File: config.mk
export PLATFORM = sky130hd
export DESIGN_NAME = ep_status_ctrl
export DESIGN_NICKNAME = d
export VERILOG_FILES = /design/src/design/ep_status_pkg.sv /design/src/design/pin_sync.sv /design/src/design/ep_status_ctrl.sv
export SDC_FILE = /design/constraint.sdc
export NUM_CORES = 1
export LEC_CHECK = 0
export ABC_AREA = 1
export BUFFER_PORTS_ARGS = -buffer_cell sky130_fd_sc_hd__buf_2
export CORE_MARGIN = 3
export CORE_UTILIZATION = 35
export CTS_CLUSTER_SIZE = 25
export DETAILED_ROUTE_END_ITERATION = 8
export SLEW_MARGIN = 10
export SYNTH_ARGS = -nofsm -noshare
export SYNTH_HDL_FRONTEND = slang
export SYNTH_SLANG_ARGS = --single-unit
File: constraint.sdc
create_clock -name clk -period 5.74 [get_ports clk]
set_input_delay 0.287 -clock clk [delete_from_list [all_inputs] [get_ports clk]]
set_output_delay 0.287 -clock clk [all_outputs]
set_load 0.005 [all_outputs]
File: src/design/ep_status_pkg.sv
// constants for the endpoint status and buffer-control command block
// assumes one core clock and an 8-bit command/data port from the microcontroller
package ep_status_pkg;

  localparam int unsigned NUM_EP = 16;

  // command code high nibbles; the low nibble selects the endpoint
  localparam logic [3:0] CMD_HI_STALL    = 4'h4;
  localparam logic [3:0] CMD_HI_STATUS   = 4'h5;
  localparam logic [3:0] CMD_HI_VALIDATE = 4'h6;
  localparam logic [3:0] CMD_HI_CLEAR    = 4'h7;
  localparam logic [3:0] CMD_HI_UNSTALL  = 4'h8;
  localparam logic [7:0] CMD_ACK_SETUP   = 8'hf4;

  // endpoint indices of the two control endpoints
  localparam logic [3:0] EP_CTRL_OUT = 4'h0;
  localparam logic [3:0] EP_CTRL_IN  = 4'h1;

  // status byte layout
  localparam int unsigned BIT_HALTED    = 7;
  localparam int unsigned BIT_FULL1     = 6;
  localparam int unsigned BIT_FULL0     = 5;
  localparam int unsigned BIT_TOGGLE    = 4;
  localparam int unsigned BIT_REPLACED  = 3;
  localparam int unsigned BIT_SETUP     = 2;
  localparam int unsigned BIT_PROCESSOR_BUFFER_SELECT    = 1;
  localparam int unsigned BIT_RESERVED  = 0;
  localparam logic [7:0]  STATUS_RESET  = 8'h00;

  // pin bundle order inside the synchroniser: {wr_n, rd_n, a0, data}
  localparam int unsigned PIN_W         = 11;
  localparam logic [10:0] PIN_IDLE      = 11'h600;

  typedef enum logic [0:0] {
    PORT_IDLE,
    PORT_READ
  } port_state_t;

endpackage

File: src/design/pin_sync.sv
// three-stage input synchroniser for the asynchronous command port pins
// assumes pins change without regard to clk; output follows once stages two and three agree
`timescale 1ns/1ps
module pin_sync #(
  parameter int unsigned      W         = 1,
  parameter logic [W-1:0]     RESET_VAL = '0
) (
  input  wire logic         clk,
  input  wire logic         rst_n,
  input  wire logic [W-1:0] async_in,
  output logic      [W-1:0] stable_out
);

  logic [W-1:0] s1_reg;
  logic [W-1:0] s2_reg;
  logic [W-1:0] s3_reg;
  logic [W-1:0] stable_next;

  // per bit: accept a change only when the last two stages match
  always_comb begin
    for (int i = 0; i < W; i++) begin
      stable_next[i] = (s2_reg[i] == s3_reg[i]) ? s3_reg[i] : stable_out[i];
    end
  end

  // first stage feeds only the second stage
  always_ff @(posedge clk or negedge rst_n) begin
    if (!rst_n) begin
      s1_reg     <= RESET_VAL;
      s2_reg     <= RESET_VAL;
      s3_reg     <= RESET_VAL;
      stable_out <= RESET_VAL;
    end else begin
      s1_reg     <= async_in;
      s2_reg     <= s1_reg;
      s3_reg     <= s2_reg;
      stable_out <= stable_next;
    end
  end

endmodule

File: src/design/ep_status_ctrl.sv
// endpoint status byte and buffer-control command logic
// assumes command port pins are asynchronous; packet engine strobes are on clk
//
// Summary of operation
// - status read codes 50h-5Fh return one status byte of the chosen endpoint.
// - status read clears that endpoint's interrupt flag as a side effect.
// - status byte is read-only, resets to zero, bit 0 reserved.
// - bit 7 is stall state; stall sets, unstall and SETUP clear it.
// - bit 6 secondary buffer full, bit 5 primary buffer full.
// - bit 4 gives the data toggle expected for the next packet.
// - bit 3 set when a new setup replaces unacknowledged, unstalled setup data.
// - reading the status clears bit 3 once setup data writing has finished.
// - bit 2 is one while the buffer holds a setup packet.
// - bit 1 shows which buffer the processor accesses, primary or secondary.
// - stall codes 40h-4Fh and unstall codes 80h-8Fh, no data phase.
// - SETUP token unstalls a stalled control endpoint regardless of content.
// - unstall reinitialises the endpoint, flushes buffer, toggle returns to DATA0.
// - validate codes 61h-6Fh mark the chosen IN buffer full for sending.
// - validate and clear swap the processor buffer on double-buffered endpoints.
// - clear codes 70h, 72h-7Fh empty the chosen OUT buffer for new packets.
// - a received OUT packet fills a free buffer; once no buffer is free, later packets get NAK.
// - only stall, unstall and SETUP reception change the stall bit.
// - unacknowledged setup blocks validate and clear on control endpoints until F4h.
`timescale 1ns/1ps
module ep_status_ctrl #(
  parameter logic [15:0] EP_IS_IN    = 16'h0002,
  parameter logic [15:0] EP_IS_DOUBLE = 16'hfffc
) (
  input  wire logic        clk,
  input  wire logic        rst_n,
  input  wire logic        wr_n_pin,
  input  wire logic        rd_n_pin,
  input  wire logic        a0_pin,
  input  wire logic [7:0]  data_pin_in,
  output logic      [7:0]  data_pin_out,
  output logic             data_pin_oe,
  input  wire logic        setup_token,
  input  wire logic        setup_write_done,
  input  wire logic        out_pkt_done,
  input  wire logic [3:0]  out_pkt_ep,
  input  wire logic        in_pkt_sent,
  input  wire logic [3:0]  in_pkt_ep,
  output logic      [15:0] halted_vec,
  output logic      [15:0] nak_vec,
  output logic      [15:0] toggle_vec,
  output logic      [15:0] int_clear,
  output logic      [15:0] ep_flush,
  output logic             setup_locked
);

  localparam int unsigned N = ep_status_pkg::NUM_EP;

  logic [10:0] pins_stable;
  logic        wr_prev_reg;
  logic        rd_prev_reg;
  logic        wr_n_s;
  logic        rd_n_s;
  logic        a0_s;
  logic [7:0]  code_s;

  // per-endpoint state vectors
  logic [N-1:0] halted_next, full0_reg, full0_next, full1_reg, full1_next;
  logic [N-1:0] tog_next, repl_reg, repl_next, setup_reg, setup_next;
  logic [N-1:0] processor_buffer_select_reg, processor_buffer_select_next, nak_next, intclr_next, flush_next;
  logic         busy_reg, busy_next, lock_next;
  logic [7:0]   dout_next;
  logic         oe_next;

  // command decode and port sequencing
  logic                      wr_rise;
  logic                      rd_fall;
  logic                      cmd_stb;
  logic [3:0]                cmd_hi;
  logic [3:0]                cmd_ep;
  logic [N-1:0]              reinit;
  logic [3:0]                sel_reg;
  logic [3:0]                sel_next;
  ep_status_pkg::port_state_t port_reg;
  ep_status_pkg::port_state_t port_next;
  logic [7:0]                status_byte [N];

  // one-hot endpoint mask, used by the command path and the checks
  function automatic logic [N-1:0] ep_bit(input logic [3:0] ep);
    logic [N-1:0] v;
    v     = '0;
    v[ep] = 1'b1;
    return v;
  endfunction

  // the two control endpoints share the setup lock
  function automatic logic ep_is_ctrl(input logic [3:0] ep);
    return (ep == ep_status_pkg::EP_CTRL_OUT) || (ep == ep_status_pkg::EP_CTRL_IN);
  endfunction

  // an OUT endpoint can take a packet while some buffer is empty
  function automatic logic out_room(input logic f0,
                                    input logic f1,
                                    input logic dbl);
    return !f0 || (dbl && !f1);
  endfunction

  // all port pins share one synchroniser so their relative timing survives
  pin_sync #(
    .W         (ep_status_pkg::PIN_W),
    .RESET_VAL (ep_status_pkg::PIN_IDLE)
  ) sync_pins (
    .clk        (clk),
    .rst_n      (rst_n),
    .async_in   ({wr_n_pin, rd_n_pin, a0_pin, data_pin_in}),
    .stable_out (pins_stable)
  );

  assign {wr_n_s, rd_n_s, a0_s, code_s} = pins_stable;

  // strobe history; idle high so reset gives no false edge
  always_ff @(posedge clk or negedge rst_n) begin
    if (!rst_n) begin
      wr_prev_reg <= 1'b1;
      rd_prev_reg <= 1'b1;
    end else begin
      wr_prev_reg <= wr_n_s;
      rd_prev_reg <= rd_n_s;
    end
  end

  // command taken at the end of the write strobe, data long settled
  assign wr_rise = wr_n_s && !wr_prev_reg;
  assign cmd_stb = wr_rise && a0_s;
  assign rd_fall = !rd_n_s && rd_prev_reg && !a0_s;
  assign cmd_hi  = code_s[7:4];
  assign cmd_ep  = code_s[3:0];

  // status byte assembly, bit 0 reserved low
  for (genvar g = 0; g < N; g++) begin : g_status
    assign status_byte[g] = {halted_vec[g], full1_reg[g], full0_reg[g], toggle_vec[g],
                             repl_reg[g], setup_reg[g], processor_buffer_select_reg[g], 1'b0};
  end

  // next state of the endpoint array and the read port
  always_comb begin
    halted_next = halted_vec;
    full0_next  = full0_reg;
    full1_next  = full1_reg;
    tog_next    = toggle_vec;
    repl_next   = repl_reg;
    setup_next  = setup_reg;
    processor_buffer_select_next = processor_buffer_select_reg;
    intclr_next = '0;
    flush_next  = '0;
    busy_next   = busy_reg;
    lock_next   = setup_locked;
    port_next   = port_reg;
    sel_next    = sel_reg;
    dout_next   = data_pin_out;
    oe_next     = data_pin_oe;
    reinit      = '0;

    // one byte, held while the read strobe stays low
    if (rd_fall && port_reg == ep_status_pkg::PORT_READ) begin
      dout_next = status_byte[sel_reg];
      oe_next   = 1'b1;
      port_next = ep_status_pkg::PORT_IDLE;
      // cleared only once setup data is written
      if (!busy_reg) begin
        repl_next[sel_reg] = 1'b0;
      end
    end else if (rd_n_s) begin
      oe_next = 1'b0;
    end

    // received packet fills a buffer, else NAK
    if (out_pkt_done && !EP_IS_IN[out_pkt_ep] && !halted_vec[out_pkt_ep]) begin
      if (!full0_reg[out_pkt_ep]) begin
        full0_next[out_pkt_ep] = 1'b1;
        tog_next[out_pkt_ep]   = !toggle_vec[out_pkt_ep];
      end else if (out_room(full0_reg[out_pkt_ep], full1_reg[out_pkt_ep], EP_IS_DOUBLE[out_pkt_ep])) begin
        full1_next[out_pkt_ep] = 1'b1;
        tog_next[out_pkt_ep]   = !toggle_vec[out_pkt_ep];
      end
    end

    // a sent IN packet frees the primary buffer if full, else the secondary, and flips the toggle
    if (in_pkt_sent && EP_IS_IN[in_pkt_ep] && !halted_vec[in_pkt_ep]) begin
      if (full0_reg[in_pkt_ep]) begin
        full0_next[in_pkt_ep] = 1'b0;
        tog_next[in_pkt_ep]   = !toggle_vec[in_pkt_ep];
      end else if (full1_reg[in_pkt_ep]) begin
        full1_next[in_pkt_ep] = 1'b0;
        tog_next[in_pkt_ep]   = !toggle_vec[in_pkt_ep];
      end
    end

    // SETUP releases a stalled control pair
    if (setup_token) begin
      reinit = (ep_bit(ep_status_pkg::EP_CTRL_OUT) | ep_bit(ep_status_pkg::EP_CTRL_IN)) & halted_vec;
    end
    if (cmd_stb && cmd_hi == ep_status_pkg::CMD_HI_UNSTALL) begin
      reinit = reinit | ep_bit(cmd_ep);
    end

    // reinitialise: flush buffers, toggle back to DATA0
    for (int e = 0; e < N; e++) begin
      if (reinit[e]) begin
        halted_next[e] = 1'b0;
        full0_next[e]  = 1'b0;
        full1_next[e]  = 1'b0;
        tog_next[e]    = 1'b0;
        processor_buffer_select_next[e] = 1'b0;
        setup_next[e]  = 1'b0;
        flush_next[e]  = 1'b1;
      end
    end

    // new setup over unacknowledged data on a live endpoint
    if (setup_token) begin
      if (setup_reg[ep_status_pkg::EP_CTRL_OUT] && setup_locked &&
          !halted_vec[ep_status_pkg::EP_CTRL_OUT]) begin
        repl_next[ep_status_pkg::EP_CTRL_OUT] = 1'b1;
      end
      setup_next[ep_status_pkg::EP_CTRL_OUT] = 1'b1;
      busy_next                              = 1'b1;
      lock_next                              = 1'b1;
    end
    // setup payload complete: buffer counts as full
    if (setup_write_done && busy_reg) begin
      busy_next                              = 1'b0;
      full0_next[ep_status_pkg::EP_CTRL_OUT] = 1'b1;
    end

    // commands act last so they win over same-cycle packet events, except unstall, which acts through reinit before the setup updates
    if (cmd_stb) begin
      case (cmd_hi)
        ep_status_pkg::CMD_HI_STALL: begin
          halted_next[cmd_ep] = 1'b1;
        end
        ep_status_pkg::CMD_HI_UNSTALL: begin
          // applied through the reinit mask above
        end
        // status read clears the interrupt flag
        ep_status_pkg::CMD_HI_STATUS: begin
          intclr_next = ep_bit(cmd_ep);
          port_next   = ep_status_pkg::PORT_READ;
          sel_next    = cmd_ep;
        end
        // validate marks the processor buffer full
        ep_status_pkg::CMD_HI_VALIDATE: begin
          if (EP_IS_IN[cmd_ep] && cmd_ep != ep_status_pkg::EP_CTRL_OUT &&
              !(setup_locked && ep_is_ctrl(cmd_ep))) begin
            if (EP_IS_DOUBLE[cmd_ep] && processor_buffer_select_next[cmd_ep]) begin
              full1_next[cmd_ep] = 1'b1;
            end else begin
              full0_next[cmd_ep] = 1'b1;
            end
            if (EP_IS_DOUBLE[cmd_ep]) begin
              processor_buffer_select_next[cmd_ep] = !processor_buffer_select_next[cmd_ep];
            end
          end
        end
        ep_status_pkg::CMD_HI_CLEAR: begin
          if (!EP_IS_IN[cmd_ep] && cmd_ep != ep_status_pkg::EP_CTRL_IN &&
              !(setup_locked && ep_is_ctrl(cmd_ep))) begin
            if (EP_IS_DOUBLE[cmd_ep] && processor_buffer_select_next[cmd_ep]) begin
              full1_next[cmd_ep] = 1'b0;
            end else begin
              full0_next[cmd_ep] = 1'b0;
            end
            setup_next[cmd_ep] = 1'b0;
            if (EP_IS_DOUBLE[cmd_ep]) begin
              processor_buffer_select_next[cmd_ep] = !processor_buffer_select_next[cmd_ep];
            end
          end
        end
        default: begin
          if (code_s == ep_status_pkg::CMD_ACK_SETUP) begin
            lock_next = 1'b0;
          end
        end
      endcase
    end

    // handshake view for the packet engine; a halted endpoint stalls instead
    for (int e = 0; e < N; e++) begin
      if (EP_IS_IN[e]) begin
        nak_next[e] = !halted_next[e] && !(full0_next[e] || full1_next[e]);
      end else begin
        nak_next[e] = !halted_next[e] && !out_room(full0_next[e], full1_next[e], EP_IS_DOUBLE[e]);
      end
    end
  end

  // every status bit resets to zero
  always_ff @(posedge clk or negedge rst_n) begin
    if (!rst_n) begin
      halted_vec   <= '0;
      full0_reg    <= '0;
      full1_reg    <= '0;
      toggle_vec   <= '0;
      repl_reg     <= '0;
      setup_reg    <= '0;
      processor_buffer_select_reg   <= '0;
      nak_vec      <= EP_IS_IN;
      int_clear    <= '0;
      ep_flush     <= '0;
      busy_reg     <= 1'b0;
      setup_locked <= 1'b0;
      port_reg     <= ep_status_pkg::PORT_IDLE;
      sel_reg      <= 4'h0;
      data_pin_out <= ep_status_pkg::STATUS_RESET;
      data_pin_oe  <= 1'b0;
    end else begin
      halted_vec   <= halted_next;
      full0_reg    <= full0_next;
      full1_reg    <= full1_next;
      toggle_vec   <= tog_next;
      repl_reg     <= repl_next;
      setup_reg    <= setup_next;
      processor_buffer_select_reg   <= processor_buffer_select_next;
      nak_vec      <= nak_next;
      int_clear    <= intclr_next;
      ep_flush     <= flush_next;
      busy_reg     <= busy_next;
      setup_locked <= lock_next;
      port_reg     <= port_next;
      sel_reg      <= sel_next;
      data_pin_out <= dout_next;
      data_pin_oe  <= oe_next;
    end
  end

  // checks on what this block drives
  AST_RESERVED_LOW: assert property (@(posedge clk) disable iff (!rst_n) data_pin_oe |-> !data_pin_out[0])
    else $error("reserved status bit driven high");

  AST_STALL_SETS: assert property (@(posedge clk) disable iff (!rst_n)
    cmd_stb && cmd_hi == ep_status_pkg::CMD_HI_STALL |=> halted_vec[$past(cmd_ep)])
    else $error("stall command did not halt endpoint");

  AST_UNSTALL_REINIT: assert property (@(posedge clk) disable iff (!rst_n)
    cmd_stb && cmd_hi == ep_status_pkg::CMD_HI_UNSTALL |=>
    !halted_vec[$past(cmd_ep)] && !toggle_vec[$past(cmd_ep)] && ep_flush[$past(cmd_ep)])
    else $error("unstall did not reinitialise endpoint");

  AST_HALT_SOURCES: assert property (@(posedge clk) disable iff (!rst_n)
    halted_vec != $past(halted_vec) |->
    $past(setup_token) || $past(cmd_stb && (cmd_hi == ep_status_pkg::CMD_HI_STALL ||
                                            cmd_hi == ep_status_pkg::CMD_HI_UNSTALL)))
    else $error("halted bits changed without a legal source");

  AST_INTCLR_PULSE: assert property (@(posedge clk) disable iff (!rst_n)
    cmd_stb && cmd_hi == ep_status_pkg::CMD_HI_STATUS |=> int_clear == ep_bit($past(cmd_ep)))
    else $error("status read did not clear interrupt flag");

  AST_REPLACED_SET: assert property (@(posedge clk) disable iff (!rst_n)
    setup_token && setup_reg[0] && setup_locked && !halted_vec[0] |=> repl_reg[0])
    else $error("replaced setup not flagged");

  AST_LOCK_REFUSES: assert property (@(posedge clk) disable iff (!rst_n)
    setup_locked && cmd_stb && cmd_hi == ep_status_pkg::CMD_HI_VALIDATE && cmd_ep == 4'h1 &&
    !in_pkt_sent && !setup_token |=> full0_reg[1] == $past(full0_reg[1]))
    else $error("validate accepted while setup locked");

  // main scenarios reached
  COV_STALL: cover property (@(posedge clk) disable iff (!rst_n) cmd_stb && cmd_hi == ep_status_pkg::CMD_HI_STALL);
  COV_SETUP_LOCKED: cover property (@(posedge clk) disable iff (!rst_n) setup_token && setup_locked);
  COV_STATUS_READ: cover property (@(posedge clk) disable iff (!rst_n) rd_fall && port_reg == ep_status_pkg::PORT_READ);
  COV_OUT_STORED: cover property (@(posedge clk) disable iff (!rst_n) out_pkt_done && !nak_vec[out_pkt_ep]);

endmodule

==> impl_metrics.ini, run 1 <==
[critical_path]
worstPathMaxFanout = 22
critPathRequiredTime_ns = 6.17
r2r_cells = 13
reg2reg_to = nak_vec[8]$_DFF_PN0_
criticalPathCategory = flip-flop to flip-flop
critPathCaptureType = flip-flop
r2r_slack_ns = 2.37
arrival_ns = 3.81
crit_path_start_kind = flip-flop
r2r_start = sync_pins.stable_out[10]$_DFFE_PN1N_

[place]
dp.cells = 1810
place_congestion = 0.943
io_buffers = 113
dpl.hpwl_mm = 27.0

[global_route]
grt_max_degree = 129
grt_pass1_wl_mm = 58.5
globalRouteTotalUtil_pct = 22.5
antenna_found_initial = 0
grt_pass1_vias = 9780
grt-ovfl-total = 0

[floorplanning]
fp-row-count = 64
core-area_um2 = 30700
io_pins = 115
fp.dieW_um = 183
die_y_um = 183
initial_core_util_pct = 35.7
dieArea_um2 = 33500

[hold_path]
hold_path_class = input pin to flip-flop
hold_depth = 2
worstHoldStart = setup_token
hold_path_end = busy_reg$_DFFE_PN0P_

[synth]
ys_seq_elements = 221
synth-async-reset-ratio_pct = 100
yosys.area.top_type = dfrtp_1
synth_top_area_share_pct = 47.9
synth_fp_nets = 1374
synth_warnings = 0
ys_seq_area_share_pct = 50.5
synth-main-ff-cell = dfrtp_1
syn_area_um2 = 11000
synthTopCellsByArea = dfrtp_1 48%, nand2_1 11%, inv_1 6.9%
syn_area_per_cell_um2 = 8.14
synth_edf_count = 0
synth_common_cells = 308 x nand2_1, 210 x dfrtp_1, 201 x inv_1
ys_types = 45
synth.most_common_cell = nand2_1
synthCells = 1349

[sta]
post-route-period-util_pct = 58.8
rsz0062_at_grt = no
setup_viol_count_final = 0
period_minus_slack_ns = 3.37
worstMarginPinSlew_ns = 1.27
slew-limit-headroom_pct = 14.9
hold_viol_final = 0
slew_viol_final = 0
skew_ns = 0.0154
timing.fmax_mhz = 296
finalSetupTns_ns = 0

[outcome]
outcome = finished clean

[cells_and_area]
num-fill-cells = 3182
diodes = 0
fin_cells = 1868
areaGrowthSynthToFinish_pct = 16.9
final_layout_size_suffix_gt1_share_pct = 13.9
nNetsFinal = 1479
final_util_pct = 41.7

[clocking]
cts-hold-fix-buffers = 12
cts_sinks = 221
clock_path_buffers = 3
cts_resized = 0
clkLatencyLatePin_ns = 0.55
cts_root_buffer = clkbuf_16
cts_htree_levels = 1
post_cts_buffers = 0
cts_tree = built
path_clk_slew_ns = 0.06
cts_buffers = 26

[power_and_ir_drop]
p_comb_share_pct = 25.0
powerDensity_nw_per_um2 = 381
p_sw_share_pct = 34.6
peakVddDrop_v = 0.000245
leakagePower_nw = 6.41
switching_power_w = 0.00169
p_clk_share_pct = 34.0
pwr-share-seq_pct = 41.0
p_int_w = 0.00320

[detailed_routing]
drt_first_pass_iters = 5
postRouteAntennaNets = 0
viasPerCell = 5.43
route.detailed.drc = 0
drt_iter0_drc = 952
via_count = 10144
wire_per_inst_um = 20.4
totalWireLength_mm = 38.1

[run]
maxCapViolations = 0
[per-layer routing]
| metal | track usage [%] | wire [µm] | vias up |
|---|---|---|---|
| met3 | 3.19 | 2990 | 87 |
| met2 | 35.3 | 17200 | 478 |
| li1 | - | - | 4693 |
| met5 | 0 | 0 | - |
| met1 | 32.1 | 16600 | 4886 |
| met4 | 7.59 | 1340 | 0 |
[cells in the final DEF, fill, tap and decap left out, types with 5 or more instances in the layout]
cell type        n
nand2_1        308
nor3_1          22
nand3_2          8
nor2_1         146
clkbuf_1         5
dfrtp_1        210
clkbuf_16       26
buf_2          112
clkbuf_8         6
nand3_1         58
a31oi_1         13
dlygate4sd3_1   12
buf_4            9
nand4_1         47
inv_2            7
a21oi_1         53
o221ai_1        38
clkinv_2         5
nor2_4           5
o21ai_0         40
inv_1          201
dfstp_2         11
a22oi_1         53
maj3_1          11
o22ai_1         17
[power by group through the flow]
stage	combinational [W]	clock, W	sequential, W
floorplan	0.000780	0	0.00196
global placement	0.00119	0	0.00203
detailed placement	0.00120	0	0.00203
CTS	0.00121	0.00169	0.00200
global route	0.00136	0.00176	0.00203
finish	0.00122	0.00166	0.00200
[worst max-delay path, cell delays in order, from the launching register on]
cell and delay (ns):
dfstp_2 0.54, nand2_1 0.08, nor2_4 0.53, buf_4 0.32, nand3_2 0.16, nand2_1 0.17
nand2_1 0.07, nand4_1 0.09, nand2_1 0.38, and2_4 0.43, nand3_4 0.19, nand2_1 0.13
nand2_1 0.10, nor2_1 0.05
[how the worst max path moves through the flow]
stage | slack (ns) | end | startpoint | cells after the start
finish | 2.37 | nak_vec[8]$_DFF_PN0_ | sync_pins.stable_out[10]$_DFFE_PN1N_ | 13
global route | 2.13 | nak_vec[8]$_DFF_PN0_ | sync_pins.stable_out[10]$_DFFE_PN1N_ | 13
CTS | 2.41 | nak_vec[8]$_DFF_PN0_ | sync_pins.stable_out[10]$_DFFE_PN1N_ | 13
detailed placement | 2.39 | nak_vec[2]$_DFF_PN0_ | out_pkt_ep[1] | 12
global placement | 2.42 | nak_vec[8]$_DFF_PN0_ | sync_pins.stable_out[10]$_DFFE_PN1N_ | 13
floorplan | 3.59 | nak_vec[14]$_DFF_PN0_ | sync_pins.stable_out[10]$_DFFE_PN1N_ | 17
[kinds of logic after synthesis]
group / after synthesis / synth area share [%]
other cells: 1 / 0.0342
fa+ha+maj: 11 / 1.00
flops: 221 / 50.5
simple gates: 606 / 23.9
compound gates: 245 / 14.8
buf+inv: 265 / 9.74
[layout make-up]
class	instances	area (µm²)	area share (%)
sequential	221	5540	43.2
multi-input combinational	863	4390	34.2
inverter	208	781	6.09
timing repair buffer	134	763	5.95
clock buffer	37	752	5.86
tap	396	495	3.86
clock inverter	9	109	0.848
[stage by stage]
step / setup slack (ns) / total power, W / hold slack [ns] / cell area [µm²]
after floorplan: 3.59 / 0.00274 / -0.00859 / 11000
after CTS: 2.41 / 0.00491 / 0.0225 / 12800
after detailed placement: 2.39 / 0.00323 / 0.336 / 11800
after global placement: 2.42 / 0.00322 / 0.332 / 11800
final: 2.37 / 0.00489 / 0.0478 / 12800
after global routing: 2.13 / 0.00515 / 0.0464 / 12800
(Power assumes the default switching activity.)
==> run 2, diff against run 1 <==
--- a/config.mk
+++ b/config.mk
@@ -5,7 +5,7 @@
 export SDC_FILE = /design/constraint.sdc
 export NUM_CORES = 1
 export LEC_CHECK = 0
-export ABC_AREA = 1
+export ABC_AREA = 0
 export BUFFER_PORTS_ARGS = -buffer_cell sky130_fd_sc_hd__buf_2
 export CORE_MARGIN = 3
 export CORE_UTILIZATION = 35
==> constraint.sdc (replaced) <==
create_clock -name clk -period 3.1 [get_ports clk]
set_input_delay 0.155 -clock clk [delete_from_list [all_inputs] [get_ports clk]]
set_output_delay 0.155 -clock clk [all_outputs]
set_load 0.005 [all_outputs]
==> run 2 against run 1 <==
Compared with the run above:
- worst hold slack better by 0.067 ns
- highest routed layer unchanged
- clock skew increased by 0.0010 ns
- die area down 6.9%
- sequential share of layout area increased by 1.7 points
- largest power group unchanged
- final area is 3.8% lower
- synthesized cell count fell by 38%
==> impl_metrics.ini, run 2 <==
[power_and_ir_drop]
p_comb_share_pct = 21.8
p_int_w = 0.00606
p_clk_share_pct = 35.2
peakVddDrop_v = 0.000354
p_sw_share_pct = 30.4
powerDensity_nw_per_um2 = 706
pwr-share-seq_pct = 43.0
leakagePower_nw = 5.38
switching_power_w = 0.00265

[sta]
finalSetupTns_ns = 0
period_minus_slack_ns = 2.68
rsz0062_at_grt = no
hold_viol_final = 0
worstMarginPinSlew_ns = 0.823
post-route-period-util_pct = 86.4
timing.fmax_mhz = 374
slew-limit-headroom_pct = 44.6
slew_viol_final = 0
skew_ns = 0.0164
setup_viol_count_final = 0

[floorplanning]
fp.dieW_um = 177
die_y_um = 177
dieArea_um2 = 31200
core-area_um2 = 28200
io_pins = 115
fp-row-count = 61
initial_core_util_pct = 36.1

[detailed_routing]
drt_first_pass_iters = 5
totalWireLength_mm = 31.3
drt-met1-wl_mm = 14.0
postRouteAntennaNets = 0
top_layer_used = met4
wl_met2_mm = 14.4
route.detailed.drc = 0
wire_per_inst_um = 22.7
wl_met3_mm = 2.28
drt_iter0_drc = 746
viasPerCell = 5.57
via_count = 7659

[global_route]
grt_max_degree = 96
grt-ovfl-total = 0
antenna_found_initial = 0
grt_pass1_wl_mm = 48.4
globalRouteTotalUtil_pct = 20.2
grt_pass1_vias = 7633

[cells_and_area]
final_cell_mix = 209 x dfrtp_1, 112 x buf_2, 86 x nor2_1
final_util_pct = 43.7
diodes = 0
num-fill-cells = 2665
final_layout_size_suffix_gt1_share_pct = 30.7
areaGrowthSynthToFinish_pct = 21.1
layout_commonest_cell = dfrtp_1
nNetsFinal = 1003

[critical_path]
worstPathCellList = nor3_2, a211oi_1, or4b_1, and2_1, nor2_4, a21oi_1, a2111oi_1, buf_4
arrival_ns = 3.14
cp_num_buf_inv = 1
crit_path_end = nak_vec[5]$_DFF_PN0_
worstPathMaxFanout = 10
r2r_slack_ns = 0.42
critPathCaptureType = flip-flop
cp.depth = 8
r2r_start = halted_vec[0]$_DFF_PN0_
r2r_cells = 8
cp_top_family = simple AND/OR/NAND/NOR gates
max_stage_delay_ns = 0.55
setup.worst_path.start = halted_vec[0]$_DFF_PN0_
reg2reg_to = nak_vec[5]$_DFF_PN0_
critPathRequiredTime_ns = 3.57
criticalPathCategory = flip-flop to flip-flop
crit_slowest_cell = or4b_1
crit_path_start_kind = flip-flop

[synth]
ys_seq_area_share_pct = 54.4
synth_warnings = 0
synth.most_common_cell = dfrtp_1
synth_top_area_share_pct = 51.6
synthCells = 832
ys_types = 71
synth-async-reset-ratio_pct = 100
synthTopCellsByArea = dfrtp_1 52%, mux4_2 13%, nor2_1 3.2%
synth_edf_count = 0
syn_area_per_cell_um2 = 12.2
synth_common_cells = 210 x dfrtp_1, 86 x nor2_1, 65 x nand2_1
ys_seq_elements = 221
synth_fp_nets = 857
yosys.area.top_type = dfrtp_1
synth-main-ff-cell = dfrtp_1
syn_area_um2 = 10200

[place]
io_buffers = 113
dpl.hpwl_mm = 22.6
place_congestion = 0.943

[clocking]
post_cts_buffers = 0
cts_htree_levels = 1
cts_root_buffer = clkbuf_16
cts_buffers = 26
path_clk_slew_ns = 0.06
cts_tree = built
clkLatencyLatePin_ns = 0.53
cts_sinks = 221
clock_path_buffers = 3

[hold_path]
hold_path_class = input pin to flip-flop

[outcome]
outcome = finished clean

[run]
maxCapViolations = 0
[run 2: layout make-up]
| type | instances | area [µm²] | share of cell area [%] |
|---|---|---|---|
| inverter | 10 | 37.5 | 0.304 |
| sequential | 221 | 5550 | 44.9 |
| timing repair buffer | 171 | 1100 | 8.88 |
| multi-input combinational | 548 | 4320 | 35.0 |
| clock inverter | 11 | 126 | 1.02 |
| tap | 378 | 473 | 3.83 |
| clock buffer | 37 | 743 | 6.02 |
[run 2: cell families after synthesis]
kind of cell	count (synthesis)	share of synthesized area, %
AO/OA/AOI/OAI	175	11.2
other	1	0.0368
multiplexers	98	16.9
XOR/XNOR	1	0.0860
buffers and inverters	63	3.20
adder cells (fa/ha/maj)	11	1.08
flip-flops	221	54.4
AND/OR/NAND/NOR	262	13.1
[run 2: repair_timing]
| item | 4_1_cts | 5_1_grt |
|---|---|---|
| endpoints found under the hold margin | 100 | 0 |
| hold buffers | 14 | 0 |
| gates resized for setup | 0 | 0 |
[run 2: worst min-delay path: cells and delay by family]
kind,cells,cell delay (ns)
multiplexers,1,0.23
buffers and inverters,1,0.15
AO/OA/AOI/OAI,1,0.06
[run 2: per-layer routing]
metal / global-route usage, % / up-vias
met2: 30.7 / 325
li1: - / 3360
met4: 5.24 / 0
met1: 30.3 / 3935
met5: 0 / -
met3: 3.20 / 39
[run 2: how the worst min path moves through the flow]
stage / slack, ns / depth (start not counted) / start / endpoint
finish: 0.11 / 3 / in_pkt_ep[3] / toggle_vec[1]$_DFF_PN0_
global route: 0.14 / 3 / in_pkt_ep[2] / toggle_vec[1]$_DFF_PN0_
CTS: 0.12 / 3 / in_pkt_ep[2] / toggle_vec[1]$_DFF_PN0_
detailed placement: 0.23 / 1 / rst_n / int_clear[13]$_DFF_PN0_
global placement: 0.24 / 1 / rst_n / int_clear[13]$_DFF_PN0_
floorplan: -0.14 / 0 / rst_n / busy_reg$_DFFE_PN0P_
[run 2: power groups by stage]
stage          Combinational [W]  Sequential, W  Clock, W
3_5_place_dp             0.00188        0.00378         0
3_3_place_gp             0.00185        0.00378         0
4_1_cts                  0.00190        0.00373   0.00313
6_report                 0.00190        0.00375   0.00307
5_1_grt                  0.00206        0.00379   0.00327
2_1_floorplan            0.00128        0.00357         0
[run 2: metrics by stage]
| stage | std cells | setup WS [ns] | hold slack [ns] | cell area, µm² | total power, W |
|---|---|---|---|---|---|
| after floorplan | 832 | 0.881 | -0.141 | 10200 | 0.00484 |
| after CTS | 1376 | 0.386 | 0.117 | 12300 | 0.00876 |
| after global routing | 1376 | 0.272 | 0.140 | 12300 | 0.00912 |
| after global placement | 1314 | 0.283 | 0.236 | 11300 | 0.00563 |
| after detailed placement | 1314 | 0.247 | 0.231 | 11300 | 0.00565 |
| final | 1376 | 0.423 | 0.115 | 12300 | 0.00871 |
